$ cat config.mk
export PLATFORM = sky130hd
export DESIGN_NAME = gpp_port_top
export DESIGN_NICKNAME = d
export VERILOG_FILES = /design/src/core/gpp_pkg.sv /design/src/core/gpp_pin_ctrl.sv /design/src/core/gpp_ahb_slave.sv /design/src/core/gpp_port_top.sv
export SDC_FILE = /design/constraint.sdc
export NUM_CORES = 1
export LEC_CHECK = 0
export BUFFER_PORTS_ARGS = -buffer_cell sky130_fd_sc_hd__buf_2
export CAP_MARGIN = 30
export CORE_AREA = 2 2 108 110
export CTS_CLUSTER_DIAMETER = 60
export DETAILED_ROUTE_END_ITERATION = 8
export DIE_AREA = 0 0 110 112
export PLACE_DENSITY = 0.85
export SETUP_SLACK_MARGIN = 0.15
export SLEW_MARGIN = 30
export SYNTH_ARGS = -nofsm -noshare
export SYNTH_HDL_FRONTEND = slang
export SYNTH_HIERARCHICAL = 1
export SYNTH_SLANG_ARGS = --single-unit
$ cat constraint.sdc
create_clock -name clk_sys_in -period 4 [get_ports clk_sys_in]
set_input_delay 1 -clock clk_sys_in [delete_from_list [all_inputs] [get_ports clk_sys_in]]
set_output_delay 1 -clock clk_sys_in [all_outputs]
set_load 0.02 [all_outputs]
$ cat src/core/gpp_pkg.sv
// Package: register map, reset values and pin layout of the general purpose port block
package gpp_pkg;
	localparam int GPP_WIDTH = 8;
	localparam logic [7:0] GPP_ADDR_P0_DATA = 8'h00;
	localparam logic [7:0] GPP_ADDR_P0_DIR = 8'h04;
	localparam logic [7:0] GPP_ADDR_P0_PULL = 8'h08;
	localparam logic [7:0] GPP_ADDR_P1_DATA = 8'h0C;
	localparam logic [7:0] GPP_ADDR_P1_DIR = 8'h10;
	localparam logic [7:0] GPP_ADDR_P1_PULL = 8'h14;
	localparam logic [7:0] GPP_ADDR_AIN_DIS = 8'h18;
	localparam logic [7:0] GPP_ADDR_CTRL = 8'h1C;
	localparam logic [7:0] GPP_ADDR_P0_RMW = 8'h20;
	localparam logic [7:0] GPP_ADDR_P1_RMW = 8'h24;
	localparam logic [7:0] GPP_RST_BYTE = 8'h00;
	localparam int GPP_CTRL_PIN_HOLD_BIT = 0;
	localparam int GPP_CTRL_CMP_DIS_BIT = 1;
	localparam logic [7:0] GPP_P0_ANALOG_MASK = 8'hF0;
	localparam logic [7:0] GPP_P1_OPEN_DRAIN_MASK = 8'h00;
	localparam logic [7:0] GPP_P1_PULL_MASK = 8'hFE;
	localparam logic [7:0] GPP_P0_OPEN_DRAIN_MASK = 8'h00;
	localparam logic [7:0] GPP_P0_PULL_MASK = 8'hFF;
	localparam logic [2:0] GPP_HSIZE_WORD = 3'h2;
	localparam logic [1:0] GPP_HTRANS_NONSEQ = 2'h2;
	typedef enum logic [1:0] {GPP_BUS_IDLE, GPP_BUS_DATA} gpp_bus_state_e;
	// Maps analog disable register bits onto port 0 pins 4..7
	function automatic logic [7:0] gpp_ain_to_pins(input logic [7:0] ain);
		gpp_ain_to_pins = {ain[5], ain[4], ain[1], ain[0], 4'h0};
	endfunction
endpackage

$ cat src/core/gpp_pin_ctrl.sv
// One 8-bit port: pin drive, pull-up, standby gating and input paths
module gpp_pin_ctrl import gpp_pkg::*; #(
	parameter logic [7:0] OPEN_DRAIN_MASK = 8'h00,
	parameter logic [7:0] PULL_MASK = 8'hFF
) (
	input wire logic [7:0] latch_in,
	input wire logic [7:0] dir_in,
	input wire logic [7:0] pull_in,
	input wire logic [7:0] periph_oe_in,
	input wire logic [7:0] periph_out_in,
	input wire logic [7:0] digital_en_in,
	input wire logic [7:0] wake_en_in,
	input wire logic standby_hold_in,
	input wire logic [7:0] pin_in,
	output logic [7:0] pin_out,
	output logic [7:0] pin_oe_out,
	output logic [7:0] pullup_out,
	output logic [7:0] pin_level_out,
	output logic [7:0] irq_level_out
);
	logic [7:0] drive_val;
	logic [7:0] drive_en;
	logic [7:0] path_open;
	// Peripheral output takes precedence over the port latch
	always_comb begin
		for (int i = 0; i < GPP_WIDTH; i++) begin
			drive_val[i] = periph_oe_in[i] ? periph_out_in[i] : latch_in[i];
			drive_en[i] = periph_oe_in[i] | dir_in[i];
			// Open drain cannot drive high, it releases the pin
			if (OPEN_DRAIN_MASK[i] && drive_val[i]) begin
				drive_en[i] = 1'b0;
			end
		end
	end
	// Standby hold floats every pin; hold select low keeps drive as is
	assign pin_oe_out = standby_hold_in ? 8'h00 : drive_en;
	assign pin_out = drive_val;
	// Pull-up dropped while the pin drives low, and on pins without one
	assign pullup_out = pull_in & PULL_MASK & ~(pin_oe_out & ~drive_val);
	// Blocked inputs read low to avoid leakage from a floating pin
	assign path_open = standby_hold_in ? wake_en_in : 8'hFF;
	assign pin_level_out = pin_in & digital_en_in & path_open;
	assign irq_level_out = pin_in & path_open;
endmodule // gpp_pin_ctrl

$ cat src/core/gpp_ahb_slave.sv
// AHB-Lite single-word slave front end with zero wait states
module gpp_ahb_slave import gpp_pkg::*; (
	input wire logic clk_sys_in,
	input wire logic rst_n_in,
	input wire logic hsel_in,
	input wire logic [31:0] haddr_in,
	input wire logic [1:0] htrans_in,
	input wire logic hwrite_in,
	input wire logic [2:0] hsize_in,
	input wire logic hready_in,
	output logic hreadyout_out,
	output logic hresp_out,
	output logic wr_en_out,
	output logic [7:0] wr_addr_out,
	output logic rd_en_out,
	output logic [7:0] rd_addr_out
);
	gpp_bus_state_e state_reg;
	logic [7:0] addr_reg;
	logic wr_reg;
	logic take;
	assign take = hsel_in & hready_in & (htrans_in == GPP_HTRANS_NONSEQ)
		& (hsize_in == GPP_HSIZE_WORD);
	// Address phase capture; data phase lasts one cycle
	always_ff @(posedge clk_sys_in) begin
		if (!rst_n_in) begin
			state_reg <= GPP_BUS_IDLE;
			addr_reg <= 8'h00;
			wr_reg <= 1'b0;
		end else begin
			state_reg <= take ? GPP_BUS_DATA : GPP_BUS_IDLE;
			if (take) begin
				addr_reg <= haddr_in[7:0];
				wr_reg <= hwrite_in;
			end
		end
	end
	assign hreadyout_out = 1'b1;
	assign hresp_out = 1'b0;
	// Reads decode in the address phase so data is registered for the data phase
	assign rd_en_out = take & ~hwrite_in;
	assign rd_addr_out = haddr_in[7:0];
	assign wr_en_out = (state_reg == GPP_BUS_DATA) & wr_reg;
	assign wr_addr_out = addr_reg;
endmodule // gpp_ahb_slave

$ cat src/core/gpp_port_top.sv
// Top of the two-port general purpose I/O block with its register file
//
// The register offsets and the AHB-Lite register port were left to the implementer.
module gpp_port_top import gpp_pkg::*; (
	input wire logic clk_sys_in,
	input wire logic rst_n_in,
	input wire logic hsel_in,
	input wire logic [31:0] haddr_in,
	input wire logic [1:0] htrans_in,
	input wire logic hwrite_in,
	input wire logic [2:0] hsize_in,
	input wire logic [31:0] hwdata_in,
	input wire logic hready_in,
	output logic [31:0] hrdata_out,
	output logic hreadyout_out,
	output logic hresp_out,
	input wire logic standby_entry_in,
	input wire logic [7:0] p0_periph_oe_in,
	input wire logic [7:0] p0_periph_out_in,
	input wire logic [7:0] p1_periph_oe_in,
	input wire logic [7:0] p1_periph_out_in,
	input wire logic [7:0] p0_irq_enable_in,
	input wire logic [7:0] p1_wake_enable_in,
	input wire logic [7:0] p0_pin_in,
	input wire logic [7:0] p1_pin_in,
	output logic [7:0] p0_pin_out,
	output logic [7:0] p0_pin_oe_out,
	output logic [7:0] p0_pullup_out,
	output logic [7:0] p1_pin_out,
	output logic [7:0] p1_pin_oe_out,
	output logic [7:0] p1_pullup_out,
	output logic [7:0] p0_irq_level_out,
	output logic [7:0] p1_irq_level_out,
	output logic [7:0] p0_analog_en_out,
	output logic comparator_input_en_out
);
	logic [7:0] port0_data_latch_reg;
	logic [7:0] port0_direction_reg;
	logic [7:0] port0_pullup_enable_reg;
	logic [7:0] port1_data_latch_reg;
	logic [7:0] port1_direction_reg;
	logic [7:0] port1_pullup_enable_reg;
	logic [7:0] analog_input_disable_low_reg;
	logic [7:0] ctrl_reg;
	logic [31:0] rdata_reg;
	logic [31:0] rdata_next;
	logic wr_en;
	logic rd_en;
	logic [7:0] wr_addr;
	logic [7:0] rd_addr;
	logic [7:0] p0_level;
	logic [7:0] p1_level;
	logic [7:0] p0_dig_en;
	logic hold;
	// Bus front end
	gpp_ahb_slave u_bus (
		.clk_sys_in(clk_sys_in),
		.rst_n_in(rst_n_in),
		.hsel_in(hsel_in),
		.haddr_in(haddr_in),
		.htrans_in(htrans_in),
		.hwrite_in(hwrite_in),
		.hsize_in(hsize_in),
		.hready_in(hready_in),
		.hreadyout_out(hreadyout_out),
		.hresp_out(hresp_out),
		.wr_en_out(wr_en),
		.wr_addr_out(wr_addr),
		.rd_en_out(rd_en),
		.rd_addr_out(rd_addr)
	);
	// Data latches take every write, whatever the direction
	always_ff @(posedge clk_sys_in) begin
		if (!rst_n_in) begin
			port0_data_latch_reg <= GPP_RST_BYTE;
			port1_data_latch_reg <= GPP_RST_BYTE;
		end else if (wr_en) begin
			if (wr_addr == GPP_ADDR_P0_DATA || wr_addr == GPP_ADDR_P0_RMW) begin
				port0_data_latch_reg <= hwdata_in[7:0];
			end
			if (wr_addr == GPP_ADDR_P1_DATA || wr_addr == GPP_ADDR_P1_RMW) begin
				port1_data_latch_reg <= hwdata_in[7:0];
			end
		end
	end
	// Direction registers clear on reset so all pins come up as inputs
	always_ff @(posedge clk_sys_in) begin
		if (!rst_n_in) begin
			port0_direction_reg <= GPP_RST_BYTE;
			port1_direction_reg <= GPP_RST_BYTE;
		end else if (wr_en) begin
			if (wr_addr == GPP_ADDR_P0_DIR) begin
				port0_direction_reg <= hwdata_in[7:0];
			end
			if (wr_addr == GPP_ADDR_P1_DIR) begin
				port1_direction_reg <= hwdata_in[7:0];
			end
		end
	end
	// Pull-up registers; second port bit 0 is kept even though unused
	always_ff @(posedge clk_sys_in) begin
		if (!rst_n_in) begin
			port0_pullup_enable_reg <= GPP_RST_BYTE;
			port1_pullup_enable_reg <= GPP_RST_BYTE;
		end else if (wr_en) begin
			if (wr_addr == GPP_ADDR_P0_PULL) begin
				port0_pullup_enable_reg <= hwdata_in[7:0];
			end
			if (wr_addr == GPP_ADDR_P1_PULL) begin
				port1_pullup_enable_reg <= hwdata_in[7:0];
			end
		end
	end
	// Analog disable and control; reset leaves analog pins digitally blocked
	always_ff @(posedge clk_sys_in) begin
		if (!rst_n_in) begin
			analog_input_disable_low_reg <= GPP_RST_BYTE;
			ctrl_reg <= GPP_RST_BYTE;
		end else if (wr_en) begin
			if (wr_addr == GPP_ADDR_AIN_DIS) begin
				analog_input_disable_low_reg <= hwdata_in[7:0];
			end
			if (wr_addr == GPP_ADDR_CTRL) begin
				ctrl_reg <= hwdata_in[7:0];
			end
		end
	end
	// Pin hold applies only in stop or watch with hold select set
	assign hold = standby_entry_in & ctrl_reg[GPP_CTRL_PIN_HOLD_BIT];
	// Pins without an analog function always have digital input
	assign p0_dig_en = ~GPP_P0_ANALOG_MASK | gpp_ain_to_pins(analog_input_disable_low_reg);
	assign p0_analog_en_out = GPP_P0_ANALOG_MASK
		& ~gpp_ain_to_pins(analog_input_disable_low_reg);
	// Comparator path ignores data and direction registers
	assign comparator_input_en_out = ~ctrl_reg[GPP_CTRL_CMP_DIS_BIT];
	gpp_pin_ctrl #(
		.OPEN_DRAIN_MASK(GPP_P0_OPEN_DRAIN_MASK),
		.PULL_MASK(GPP_P0_PULL_MASK)
	) u_port0 (
		.latch_in(port0_data_latch_reg),
		.dir_in(port0_direction_reg),
		.pull_in(port0_pullup_enable_reg),
		.periph_oe_in(p0_periph_oe_in),
		.periph_out_in(p0_periph_out_in),
		.digital_en_in(p0_dig_en),
		.wake_en_in(p0_irq_enable_in),
		.standby_hold_in(hold),
		.pin_in(p0_pin_in),
		.pin_out(p0_pin_out),
		.pin_oe_out(p0_pin_oe_out),
		.pullup_out(p0_pullup_out),
		.pin_level_out(p0_level),
		.irq_level_out(p0_irq_level_out)
	);
	gpp_pin_ctrl #(
		.OPEN_DRAIN_MASK(GPP_P1_OPEN_DRAIN_MASK),
		.PULL_MASK(GPP_P1_PULL_MASK)
	) u_port1 (
		.latch_in(port1_data_latch_reg),
		.dir_in(port1_direction_reg),
		.pull_in(port1_pullup_enable_reg),
		.periph_oe_in(p1_periph_oe_in),
		.periph_out_in(p1_periph_out_in),
		.digital_en_in(8'hFF),
		.wake_en_in(p1_wake_enable_in),
		.standby_hold_in(hold),
		.pin_in(p1_pin_in),
		.pin_out(p1_pin_out),
		.pin_oe_out(p1_pin_oe_out),
		.pullup_out(p1_pullup_out),
		.pin_level_out(p1_level),
		.irq_level_out(p1_irq_level_out)
	);
	// Plain read: latch on port-driven outputs, pin level elsewhere
	function automatic logic [7:0] gpp_plain_read(input logic [7:0] latch,
		input logic [7:0] dir, input logic [7:0] poe, input logic [7:0] level);
		logic [7:0] port_out;
		port_out = dir & ~poe;
		gpp_plain_read = (port_out & latch) | (~port_out & level);
	endfunction
	// Read mux; the RMW alias addresses always return the latch
	always_comb begin
		rdata_next = 32'h0000_0000;
		case (rd_addr)
			GPP_ADDR_P0_DATA: rdata_next[7:0] = gpp_plain_read(port0_data_latch_reg,
				port0_direction_reg, p0_periph_oe_in, p0_level);
			GPP_ADDR_P1_DATA: rdata_next[7:0] = gpp_plain_read(port1_data_latch_reg,
				port1_direction_reg, p1_periph_oe_in, p1_level);
			GPP_ADDR_P0_RMW: rdata_next[7:0] = port0_data_latch_reg;
			GPP_ADDR_P1_RMW: rdata_next[7:0] = port1_data_latch_reg;
			GPP_ADDR_P0_DIR: rdata_next[7:0] = port0_direction_reg;
			GPP_ADDR_P1_DIR: rdata_next[7:0] = port1_direction_reg;
			GPP_ADDR_P0_PULL: rdata_next[7:0] = port0_pullup_enable_reg;
			GPP_ADDR_P1_PULL: rdata_next[7:0] = port1_pullup_enable_reg;
			GPP_ADDR_AIN_DIS: rdata_next[7:0] = analog_input_disable_low_reg;
			GPP_ADDR_CTRL: rdata_next[7:0] = ctrl_reg;
			default: rdata_next = 32'h0000_0000;
		endcase
	end
	// Read data captured at the address phase edge, held until the next read
	always_ff @(posedge clk_sys_in) begin
		if (!rst_n_in) begin
			rdata_reg <= 32'h0000_0000;
		end else if (rd_en) begin
			rdata_reg <= rdata_next;
		end
	end
	assign hrdata_out = rdata_reg;
	// Checks
	a_dir_reset: assert property (@(posedge clk_sys_in) !rst_n_in |=>
		port0_direction_reg == 8'h00 && port1_direction_reg == 8'h00)
		else $error("direction not cleared by reset");
	a_ain_reset: assert property (@(posedge clk_sys_in) !rst_n_in |=>
		p0_analog_en_out == GPP_P0_ANALOG_MASK)
		else $error("analog disable not cleared by reset");
	a_latch_write: assert property (@(posedge clk_sys_in) disable iff (!rst_n_in)
		wr_en && wr_addr == GPP_ADDR_P1_DATA |=> port1_data_latch_reg == $past(hwdata_in[7:0]))
		else $error("data write not stored in latch");
	a_hold_float: assert property (@(posedge clk_sys_in) disable iff (!rst_n_in)
		hold |-> p0_pin_oe_out == 8'h00 && p1_pin_oe_out == 8'h00)
		else $error("pins driven during standby hold");
	a_hold_block: assert property (@(posedge clk_sys_in) disable iff (!rst_n_in)
		hold |-> (p1_irq_level_out & ~p1_wake_enable_in) == 8'h00)
		else $error("blocked input not held low");
	a_no_hold: assert property (@(posedge clk_sys_in) disable iff (!rst_n_in)
		!ctrl_reg[GPP_CTRL_PIN_HOLD_BIT] |-> p1_pin_oe_out == (port1_direction_reg | p1_periph_oe_in))
		else $error("drive changed without hold select");
	a_out_drive: assert property (@(posedge clk_sys_in) disable iff (!rst_n_in)
		!hold && p1_periph_oe_in == 8'h00 |-> p1_pin_out == port1_data_latch_reg)
		else $error("output pin not driving latch");
	a_pull_low: assert property (@(posedge clk_sys_in) disable iff (!rst_n_in)
		(p0_pullup_out & p0_pin_oe_out & ~p0_pin_out) == 8'h00)
		else $error("pull-up on while pin drives low");
	a_pull_bit0: assert property (@(posedge clk_sys_in) disable iff (!rst_n_in)
		p1_pullup_out[0] == 1'b0)
		else $error("pull-up on pin without one");
	a_rmw_read: assert property (@(posedge clk_sys_in) disable iff (!rst_n_in)
		rd_en && rd_addr == GPP_ADDR_P0_RMW |=> hrdata_out[7:0] == $past(port0_data_latch_reg))
		else $error("RMW read not returning latch");
	a_cmp_en: assert property (@(posedge clk_sys_in) disable iff (!rst_n_in)
		comparator_input_en_out == !ctrl_reg[GPP_CTRL_CMP_DIS_BIT])
		else $error("comparator path wrong");
	// Drive, read path and standby checks; reads are judged one cycle after the decode
	a_dir_drive: assert property (@(posedge clk_sys_in) disable iff (!rst_n_in)
		!hold && p0_periph_oe_in == 8'h00 |-> p0_pin_oe_out == port0_direction_reg)
		else $error("pin direction not following direction bits");
	a_p0_latch_write: assert property (@(posedge clk_sys_in) disable iff (!rst_n_in)
		wr_en && wr_addr == GPP_ADDR_P0_DATA |=> port0_data_latch_reg == $past(hwdata_in[7:0]))
		else $error("port 0 data write not stored in latch");
	a_input_read: assert property (@(posedge clk_sys_in) disable iff (!rst_n_in)
		rd_en && rd_addr == GPP_ADDR_P1_DATA && !hold |=> ((hrdata_out[7:0] ^ $past(p1_pin_in))
		& ~($past(port1_direction_reg) & ~$past(p1_periph_oe_in))) == 8'h00)
		else $error("plain read not returning pin level");
	a_port_read: assert property (@(posedge clk_sys_in) disable iff (!rst_n_in)
		rd_en && rd_addr == GPP_ADDR_P1_DATA && p1_periph_oe_in == 8'h00 |=>
		((hrdata_out[7:0] ^ $past(port1_data_latch_reg)) & $past(port1_direction_reg)) == 8'h00)
		else $error("output pin read not returning latch");
	a_periph_drive: assert property (@(posedge clk_sys_in) disable iff (!rst_n_in)
		!hold |-> (p1_pin_oe_out & p1_periph_oe_in) == p1_periph_oe_in
		&& ((p1_pin_out ^ p1_periph_out_in) & p1_periph_oe_in) == 8'h00)
		else $error("peripheral output not on its pin");
	a_hold_read: assert property (@(posedge clk_sys_in) disable iff (!rst_n_in)
		hold && rd_en && rd_addr == GPP_ADDR_P0_DATA |=> (hrdata_out[7:0]
		& ~$past(port0_direction_reg) & ~$past(p0_irq_enable_in)) == 8'h00)
		else $error("blocked input not reading low");
	a_p0_wake_open: assert property (@(posedge clk_sys_in) disable iff (!rst_n_in)
		hold |-> (p0_irq_level_out & ~p0_irq_enable_in) == 8'h00
		&& (p0_irq_level_out & p0_irq_enable_in) == (p0_pin_in & p0_irq_enable_in))
		else $error("port 0 wake input wrong in standby");
	a_p1_pull_low: assert property (@(posedge clk_sys_in) disable iff (!rst_n_in)
		(p1_pullup_out & p1_pin_oe_out & ~p1_pin_out) == 8'h00)
		else $error("port 1 pull-up on while pin drives low");
	a_irq_follow: assert property (@(posedge clk_sys_in) disable iff (!rst_n_in)
		!hold |-> p0_irq_level_out == p0_pin_in && p1_irq_level_out == p1_pin_in)
		else $error("pin level not reaching interrupt circuit");
	a_ain_block: assert property (@(posedge clk_sys_in) disable iff (!rst_n_in)
		(p0_analog_en_out & p0_level) == 8'h00)
		else $error("digital input open on analog pin");
	c_rmw_read: cover property (@(posedge clk_sys_in) disable iff (!rst_n_in)
		rd_en && rd_addr == GPP_ADDR_P1_RMW);
	c_hold_entry: cover property (@(posedge clk_sys_in) disable iff (!rst_n_in) $rose(hold));
	c_out_port: cover property (@(posedge clk_sys_in) disable iff (!rst_n_in)
		port1_direction_reg != 8'h00 && !hold);
	c_plain_read: cover property (@(posedge clk_sys_in) disable iff (!rst_n_in)
		rd_en && rd_addr == GPP_ADDR_P0_DATA);
	c_periph_drive: cover property (@(posedge clk_sys_in) disable iff (!rst_n_in)
		p0_periph_oe_in != 8'h00);
endmodule // gpp_port_top

==> results.txt, run 1 <==
- Most common library cell in the layout ignoring fill and taps: sky130_fd_sc_hd__buf_2
- In this run the most critical hold path is launched from analog_input_disable_low_reg[7].
* Final count of pins violating max slew: 0
- The multi-input combinational cells in the finished layout cover a total of 0.00353 mm2.
- Number of vias per cell after detailed routing: 5.61
* Final setup TNS: 0 ns
* Comb pwr share: 0.134
* Max FO, Critical Path: 47
- Cell depth of the worst flop-to-flop path: 8
- The run finished with clean final reports.
- Clock tree synthesis found a total of 82 sinks.
- Proportion of layout cells with a drive suffix above 1: 0.259
* Post-CTS Repair Setup Buffers: 0
- Switching share of power: 0.253
* Critical setup path kind: input port to primary output
- Post-Synthesis Cell Area: 0.00568 mm2
* PostCTS Resize Cnt: 0
- For hold timing, the worst endpoint is analog_input_disable_low_reg[7].
- Htree depth: 3
- Die Ht: 112 um
- Post-synthesis area per instance: 8.07 um2
* Measured slew at the worst slew-check pin: 1.00 ns
- The share of the Yosys chip area taken by registers is 0.289.
- Setup Slack @ Placement: 0.532 ns
* Power Dens Cells: 295 mW/mm2
- Maximum clock frequency: 0.289 GHz
- HPWL after DPL: 11.9 mm
- Entering global routing, the biggest net connects 84 pins.
- TritonCTS clock tree: done
* Data required time of the critical path: 3.00 ns
- Setup violations remaining at the end of the flow were counted as 0.
- The min-delay analysis places its worst path in the category flip-flop to flip-flop.
* Worst hold-check slack: 0.453 ns
- In this run the horizontal extent of the chip is 110 um.
- Data on the critical path arrives at its endpoint at 2.46 ns.
- Max-cap violations: 0
- Max stage delay on crit path: 0.61 ns
- Core ar.: 0.0112 mm2
* Total clock buffers created by CTS: 9
* Number of iterations in the first detailed-routing pass: 5
* Via count: 5,555
* Depth of the worst hold-timing path: 2
- Critical R2R Capture: hrdata_out[6]
- Clock latency of the later-clocked register in the worst-skew pair: 0.34 ns
- Counting every instance in the synthesized netlist gives 704.
- Max_slew headroom: 0.332
- Total global routing track utilization: 0.257
- The completed layout was analyzed and its total power is 1.98 mW.
* Total wire length after detailed routing: 16.1 mm
* Number of DRC markers in iteration 0: 423
- Number of synthesis warnings: 6
- Cts-stage hold buffer count: 0
- In the synthesized netlist the dominant register cell turns out to be sky130_fd_sc_hd__dfxtp_1.
* Post-route cell area: 0.00671 mm2
* Final critical-path setup slack: 0.544 ns
- The initial utilization of the core area, before any placement, comes to 0.508.
* Worst path buffer plus inverter count: 2
- Count of endpoints failing hold in the final timing report: 0
- Cell row count: 39
- The initial antenna violation count is 0.
- RSZ-0062 raised after global routing: false
* R2r setup slk: 1.38 ns
- On the final layout, the worst clock skew is 0.00811 ns.
* Routed length per placed instance: 16.3 um
- Number of global-route vias before repair: 5,096
* Share of flip-flops with an asynchronous set or reset after synthesis: 0
* Number of flops mapped to enable cells by yosys: 0
* Peak supply drop: 206 uV
* Number of placed instances, taps included: 976
- Commonest cells after routing, fill and taps aside: sky130_fd_sc_hd__buf_2, sky130_fd_sc_hd__nand2_1, sky130_fd_sc_hd__dfxtp_1
- The number of antenna diodes in the final layout is 0.
- In this run the clock root is driven by a sky130_fd_sc_hd__clkbuf_16.
- Internal power summed over all cells: 1.48 mW
* Sequential standard cell area: 0.00164 mm2
- After the flow finishes, the layout carries non-filler instances totaling 991.
- Cell-by-cell trace of the critical path: buf_2 -> and2_2 -> or4b_1 -> o311a_1 -> buf_2
- Of the available clock period, the critical path in the final layout requires 0.864.
- Count of nets left with antenna violations after detail routing: 0
* Maximum number of buffers from clock root to sink: 2
* Number of fill cells: 1,009
* Ports placed on the boundary: 246
- For this design the total switching power over the nets is 0.500 mW.
- The area growth from synthesis to layout is 18.1%.
* Critical path's slowest cell: sky130_fd_sc_hd__or4b_1
- After detailed routing, the number of remaining DRC violations is 0.
- Power share of the clock group: 0.452
- The congestion estimate from routability-driven global placement came to 0.920.
* GR Overflow Total: 0
* Number of distinct library cells after synthesis: 61
* Total placed instance area: 0.00638 mm2
- Die Footprint: 0.0123 mm2
- Global-route wire length before repair: 24.9 mm
* Nature of the critical path startpoint: input port
* Utilization after layout: 0.600
* Critical Path Most Common Cell: sky130_fd_sc_hd__buf_2
- Input/output buffers: 166
- The share of total power dissipated in sequential elements is 0.414.
- The cell family contributing the most delay on the critical path is simple AND/OR/NAND/NOR gates.
- The final layout contains 983 nets.
* Startpoint of the worst register-to-register path: ctrl_reg[0]
- For this design the static power due to leakage is 2.97 nW.
- Endpoint kind of the worst setup timing path: primary output
- Number of register bits inferred by synthesis: 82
* Period minus WS final: 3.46 ns
- After clock tree synthesis, the clock-pin slew on the worst setup and hold paths is 0.06 ns.
## cell families after synthesis
family                 count (synthesis)  synth area share
AND/OR/NAND/NOR                      289             0.286
multiplexers                          80             0.146
other                                  5           0.00331
flip-flops                            82             0.289
buffers and inverters                123             0.116
XOR/XNOR                               1           0.00154
AO/OA/AOI/OAI                        124             0.158
## worst reg2reg max path, delay by kind of cell (launching register included)
| kind | cells | cell delay (ns) |
|---|---|---|
| AND/OR/NAND/NOR | 3 | 0.98 |
| AO/OA/AOI/OAI | 4 | 0.86 |
| buffers and inverters | 1 | 0.29 |
| flip-flops | 1 | 0.36 |
## power groups by stage
stage | logic (mW) | registers (mW) | clock network [mW]
2_1_floorplan | 0.191 | 0.835 | 0
3_3_place_gp | 0.258 | 0.836 | 0
3_5_place_dp | 0.261 | 0.836 | 0
4_1_cts | 0.262 | 0.817 | 0.890
5_1_grt | 0.286 | 0.817 | 0.922
6_report | 0.265 | 0.817 | 0.893
## area by class of cell
| class | count | share of cell area |
|---|---|---|
| multi-input cells | 537 | 0.526 |
| flip-flops and latches | 82 | 0.245 |
| repair buffers | 173 | 0.132 |
| clock buffers | 11 | 0.0362 |
| well taps | 143 | 0.0267 |
| inverters | 41 | 0.0230 |
| clock inverters | 4 | 0.0114 |
## worst max-delay path by stage
| stage | startpoint | endpoint | slack [ns] | cells past startpoint |
|---|---|---|---|---|
| after floorplan | standby_entry_in | p0_pullup_out[7] | 0.82 | 4 |
| after global placement | standby_entry_in | p0_irq_level_out[6] | 0.52 | 5 |
| after detailed placement | standby_entry_in | p1_pullup_out[3] | 0.53 | 5 |
| after CTS | standby_entry_in | p1_pullup_out[3] | 0.52 | 5 |
| after global routing | standby_entry_in | p0_irq_level_out[6] | 0.42 | 5 |
| final | standby_entry_in | p1_pullup_out[3] | 0.54 | 5 |
## Yosys cell counts (18+ instances only)
cell | count | area, um2
sky130_fd_sc_hd__and2_1 | 20 | 125
sky130_fd_sc_hd__and3_1 | 18 | 113
sky130_fd_sc_hd__nor2_1 | 42 | 158
sky130_fd_sc_hd__buf_4 | 39 | 293
sky130_fd_sc_hd__mux2i_1 | 57 | 571
sky130_fd_sc_hd__dfxtp_1 | 82 | 1640
sky130_fd_sc_hd__clkbuf_1 | 22 | 82.6
sky130_fd_sc_hd__nand2_1 | 83 | 312
sky130_fd_sc_hd__mux2_2 | 23 | 259
sky130_fd_sc_hd__inv_1 | 41 | 154
sky130_fd_sc_hd__nand2b_1 | 24 | 150
sky130_fd_sc_hd__nor2b_1 | 46 | 288
## routing by layer
metal,GRT usage,share of wire,up-vias
li1,-,-,2657
met1,0.319,0.41,2591
met2,0.438,0.48,276
met3,0.0615,0.083,31
met4,0.0717,0.019,0
met5,0,0,-
Power figures use the tool's default switching activity.
==> run 2, diff against run 1 <==
- CORE_AREA: 2 2 108 110 -> 2 2 104 106
- DIE_AREA: 0 0 110 112 -> 0 0 106 108
- PLACE_DENSITY: 0.85 -> 0.95
- SYNTH_HIERARCHICAL: 1 -> default
==> run 2 against run 1 <==
Effect of this change:
- fmax is 6.6% higher
- clock power is 39% lower
- synthesized cell count is 14% lower
- flip-flop and latch count stayed put
- routed wire length is 0.94% lower
- clock skew is 0.0064 ns higher
- first-iteration DRC count is 43% higher
- core utilization is 0.10 points lower
- cell count is 10% lower
- critical path depth is 1 higher
- clock-buffer cell count is 2 lower
- critical path type unchanged
- largest cell class unchanged
==> results.txt, run 2 <==
* Htree depth: 3
* Worst path buffer plus inverter count: 3
- Endpoint kind of the worst setup timing path: primary output
- On the critical path, the stage with the largest delay is an instance of sky130_fd_sc_hd__nand2_1.
* Count of inserted antenna diode cells: 0
- Number of vias per cell after detailed routing: 5.89
* Number of synthesis warnings: 0
- Global-route wire length before repair: 24.4 mm
* Period minus WS final: 3.24 ns
- Number of register bits inferred by synthesis: 82
* Clock skew: 0.0145 ns
* Static Leakage: 2.52 nW
* Ports placed on the boundary: 246
* Count of nets left with antenna violations after detail routing: 0
- After clock tree synthesis, the clock-pin slew on the worst setup and hold paths is 0.10 ns.
- Once layout is complete, the cells apart from fillers number 889.
- The count of final hold-check violations was 0.
* Number of iterations in the first detailed-routing pass: 6
- Total wire length after detailed routing: 16.0 mm
- The finished cells cover 0.00613 mm2.
- Post-Synthesis Cell Area: 0.00515 mm2
* Post-synthesis sequential area ratio: 0.318
- Commonest cells after routing, fill and taps aside: sky130_fd_sc_hd__buf_2, sky130_fd_sc_hd__dfxtp_1, sky130_fd_sc_hd__nand2_1
- Cell row count: 37
* Peak supply drop: 196 uV
* Total number of nets in the final design: 887
* Number of clock sinks seen by CTS: 82
- Max FO, Critical Path: 19
- The clock reaches the later pin of the worst-skew pair after 0.36 ns.
- Cell-by-cell trace of the critical path: buf_2 -> nand2_1 -> buf_4 -> o21ai_0 -> o21a_1 -> buf_2
- Setup Slack @ Placement: 0.789 ns
- Routability-driven placement finished with a final weighted congestion of 0.899.
- For the pin with the worst max-slew slack, the measured transition is 0.938 ns.
* Number of placed instances, taps included: 873
- Of the post-synthesis cell area, the dominant cell type holds 0.318.
* Effective utilization at floorplan: 0.504
- On the worst path, the slowest cell contributes a delay of 0.33 ns.
- Hold is met by 0.454 ns.
- Final setup TNS: 0 ns
- Number of flops mapped to enable cells by yosys: 0
- In the final layout, the share of cells above drive strength 1 is 0.304.
- The number of clock buffers added by TritonCTS is 9.
* Number of antenna violations at the first check in global routing: 0
- Total global routing track utilization: 0.271
* Die Ht: 108 um
- RSZ-0062 raised after global routing: false
* TritonCTS clock tree: done
* Input/output buffers: 166
- The number of pins exceeding their max-slew limit in the final report came to 0.
* Core ar.: 0.0102 mm2
- Counting along the longest clock path gives a buffer depth of 2.
- Die Footprint: 0.0114 mm2
- Post-CTS repair changed the size of 0 cells.
* Routed length per placed instance: 18.0 um
* Number of fill cells: 862
- At the worst endpoint, the required time is 3.00 ns.
* Via count: 5,240
- Top cells by area, synth: sky130_fd_sc_hd__dfxtp_1, sky130_fd_sc_hd__mux2i_1, sky130_fd_sc_hd__nor2b_1
* Nature of the critical path startpoint: input port
- Max_slew headroom: 0.370
- The design draws 1.61 mW.
- Among the stages of the critical path, the cell type that occurs most often is sky130_fd_sc_hd__buf_2.
* Leading cell type by number of instances after synthesis: sky130_fd_sc_hd__dfxtp_1
- After the first detailed-routing iteration, the DRC count stood at 603.
* Share of flip-flops with an asynchronous set or reset after synthesis: 0
- Total placed instance area: 0.00594 mm2
- Max-cap violations in this run came to 0.
* Number of global-route vias before repair: 4,756
* Post-CTS Repair Setup Buffers: 0
* Power Dens Cells: 263 mW/mm2
- HPWL after DPL: 12.0 mm
* Cts-stage hold buffer count: 0
- Cell taking the most area after synthesis: sky130_fd_sc_hd__dfxtp_1
- The min-delay analysis places its worst path in the category flip-flop to flip-flop.
- In the synthesized netlist the dominant register cell turns out to be sky130_fd_sc_hd__dfxtp_1.
* Post-synthesis area per instance: 8.55 um2
* DRC violation count after routing: 0
* Most numerous cell types in the synthesized netlist: sky130_fd_sc_hd__dfxtp_1, sky130_fd_sc_hd__nand2_1, sky130_fd_sc_hd__mux2i_1
- Largest net degree at the start of global routing: 43
- Share of the clock period used by the worst path: 0.811
* Final critical-path setup slack: 0.757 ns
* GR Overflow Total: 0
- Arrival time worst endpoint: 2.24 ns
* Number of distinct library cells after synthesis: 56
- Based on the critical path, the design can be clocked at up to 0.308 GHz.
- The library cell used most frequently in the layout, excluding fill and tap cells, is sky130_fd_sc_hd__buf_2.
- By startpoint and endpoint, the worst setup path is classified as input port to primary output.
- Utilization after layout: 0.599
- Broken down by cell family, the worst path's largest delay share belongs to buffers and inverters.
- Run status: finished clean
- Synthesis handed over a netlist of 603 instances.
- Horizontal die dimension: 106 um
- Clock root cell: sky130_fd_sc_hd__clkbuf_8
- Total of endpoints with negative setup slack in the final report: 0
* Synth-to-Final Area Change: 18.9%
==> run 2: changes by cell type after synthesis, sizes merged, moves of 14 or more <==
cell / previous run / this run
and3: 18 / 2
o21a: 1 / 33
nand2b: 24 / 3
nor2: 42 / 7
nand2: 83 / 67
and2: 20 / 1
nand3b: 1 / 15
buf: 59 / 43
==> run 2: cell families after synthesis <==
logic type | count (synthesis) | share of synthesized area
DFF | 82 | 0.318
xor gates and xnor gates | 1 | 0.00170
buffers and inverters | 104 | 0.103
other | 2 | 0.00146
muxes | 73 | 0.153
AOI/OAI and AO/OA | 147 | 0.198
and+or+nand+nor | 194 | 0.224
==> run 2: worst paths after layout <==
path	start	to	slack, ns	cells after the start
max reg2reg	u_bus.wr_addr_out[0]	port1_data_latch_reg[7]	1.91	5
min	hrdata_out[2]	hrdata_out[2]	0.45	2
max	standby_entry_in	p0_pullup_out[5]	0.76	6
min reg2reg	hrdata_out[2]	hrdata_out[2]	0.45	2
==> run 2: per-layer routing <==
| layer | GRT usage | routed length (um) | vias to the layer above | share of wire |
|---|---|---|---|---|
| met2 | 0.447 | 7330 | 403 | 0.46 |
| met4 | 0.127 | 708 | 0 | 0.044 |
| li1 | - | - | 2367 | - |
| met3 | 0.0597 | 2040 | 71 | 0.13 |
| met1 | 0.338 | 5920 | 2399 | 0.37 |
| met5 | 0 | 0 | - | 0 |
==> run 2: area by class of cell <==
class / count / area, um2 / area share
clock inverter: 7 / 51.3 / 0.00837
inverter: 35 / 131 / 0.0214
sequential: 82 / 1640 / 0.268
timing repair buffer: 174 / 903 / 0.147
multi-input combinational: 446 / 3110 / 0.507
tap: 136 / 170 / 0.0278
clock buffer: 9 / 124 / 0.0202
==> run 2: report_power, final <==
group | leakage [nW] | switching (mW) | internal (mW)
sequential | 0.660 | 0.000585 | 0.816
clock | 0.0860 | 0.320 | 0.229
combinational | 1.77 | 0.155 | 0.0906
total | 2.52 | 0.476 | 1.13
==> run 2: worst reg2reg max path, stage by stage, from the launching register on <==
cell and delay (ns):
sky130_fd_sc_hd__dfxtp_1 0.33, sky130_fd_sc_hd__nor2_2 0.17, sky130_fd_sc_hd__nand4_1 0.26, sky130_fd_sc_hd__or4_1 0.88, sky130_fd_sc_hd__mux2i_1 0.29, sky130_fd_sc_hd__nor2b_1 0.06
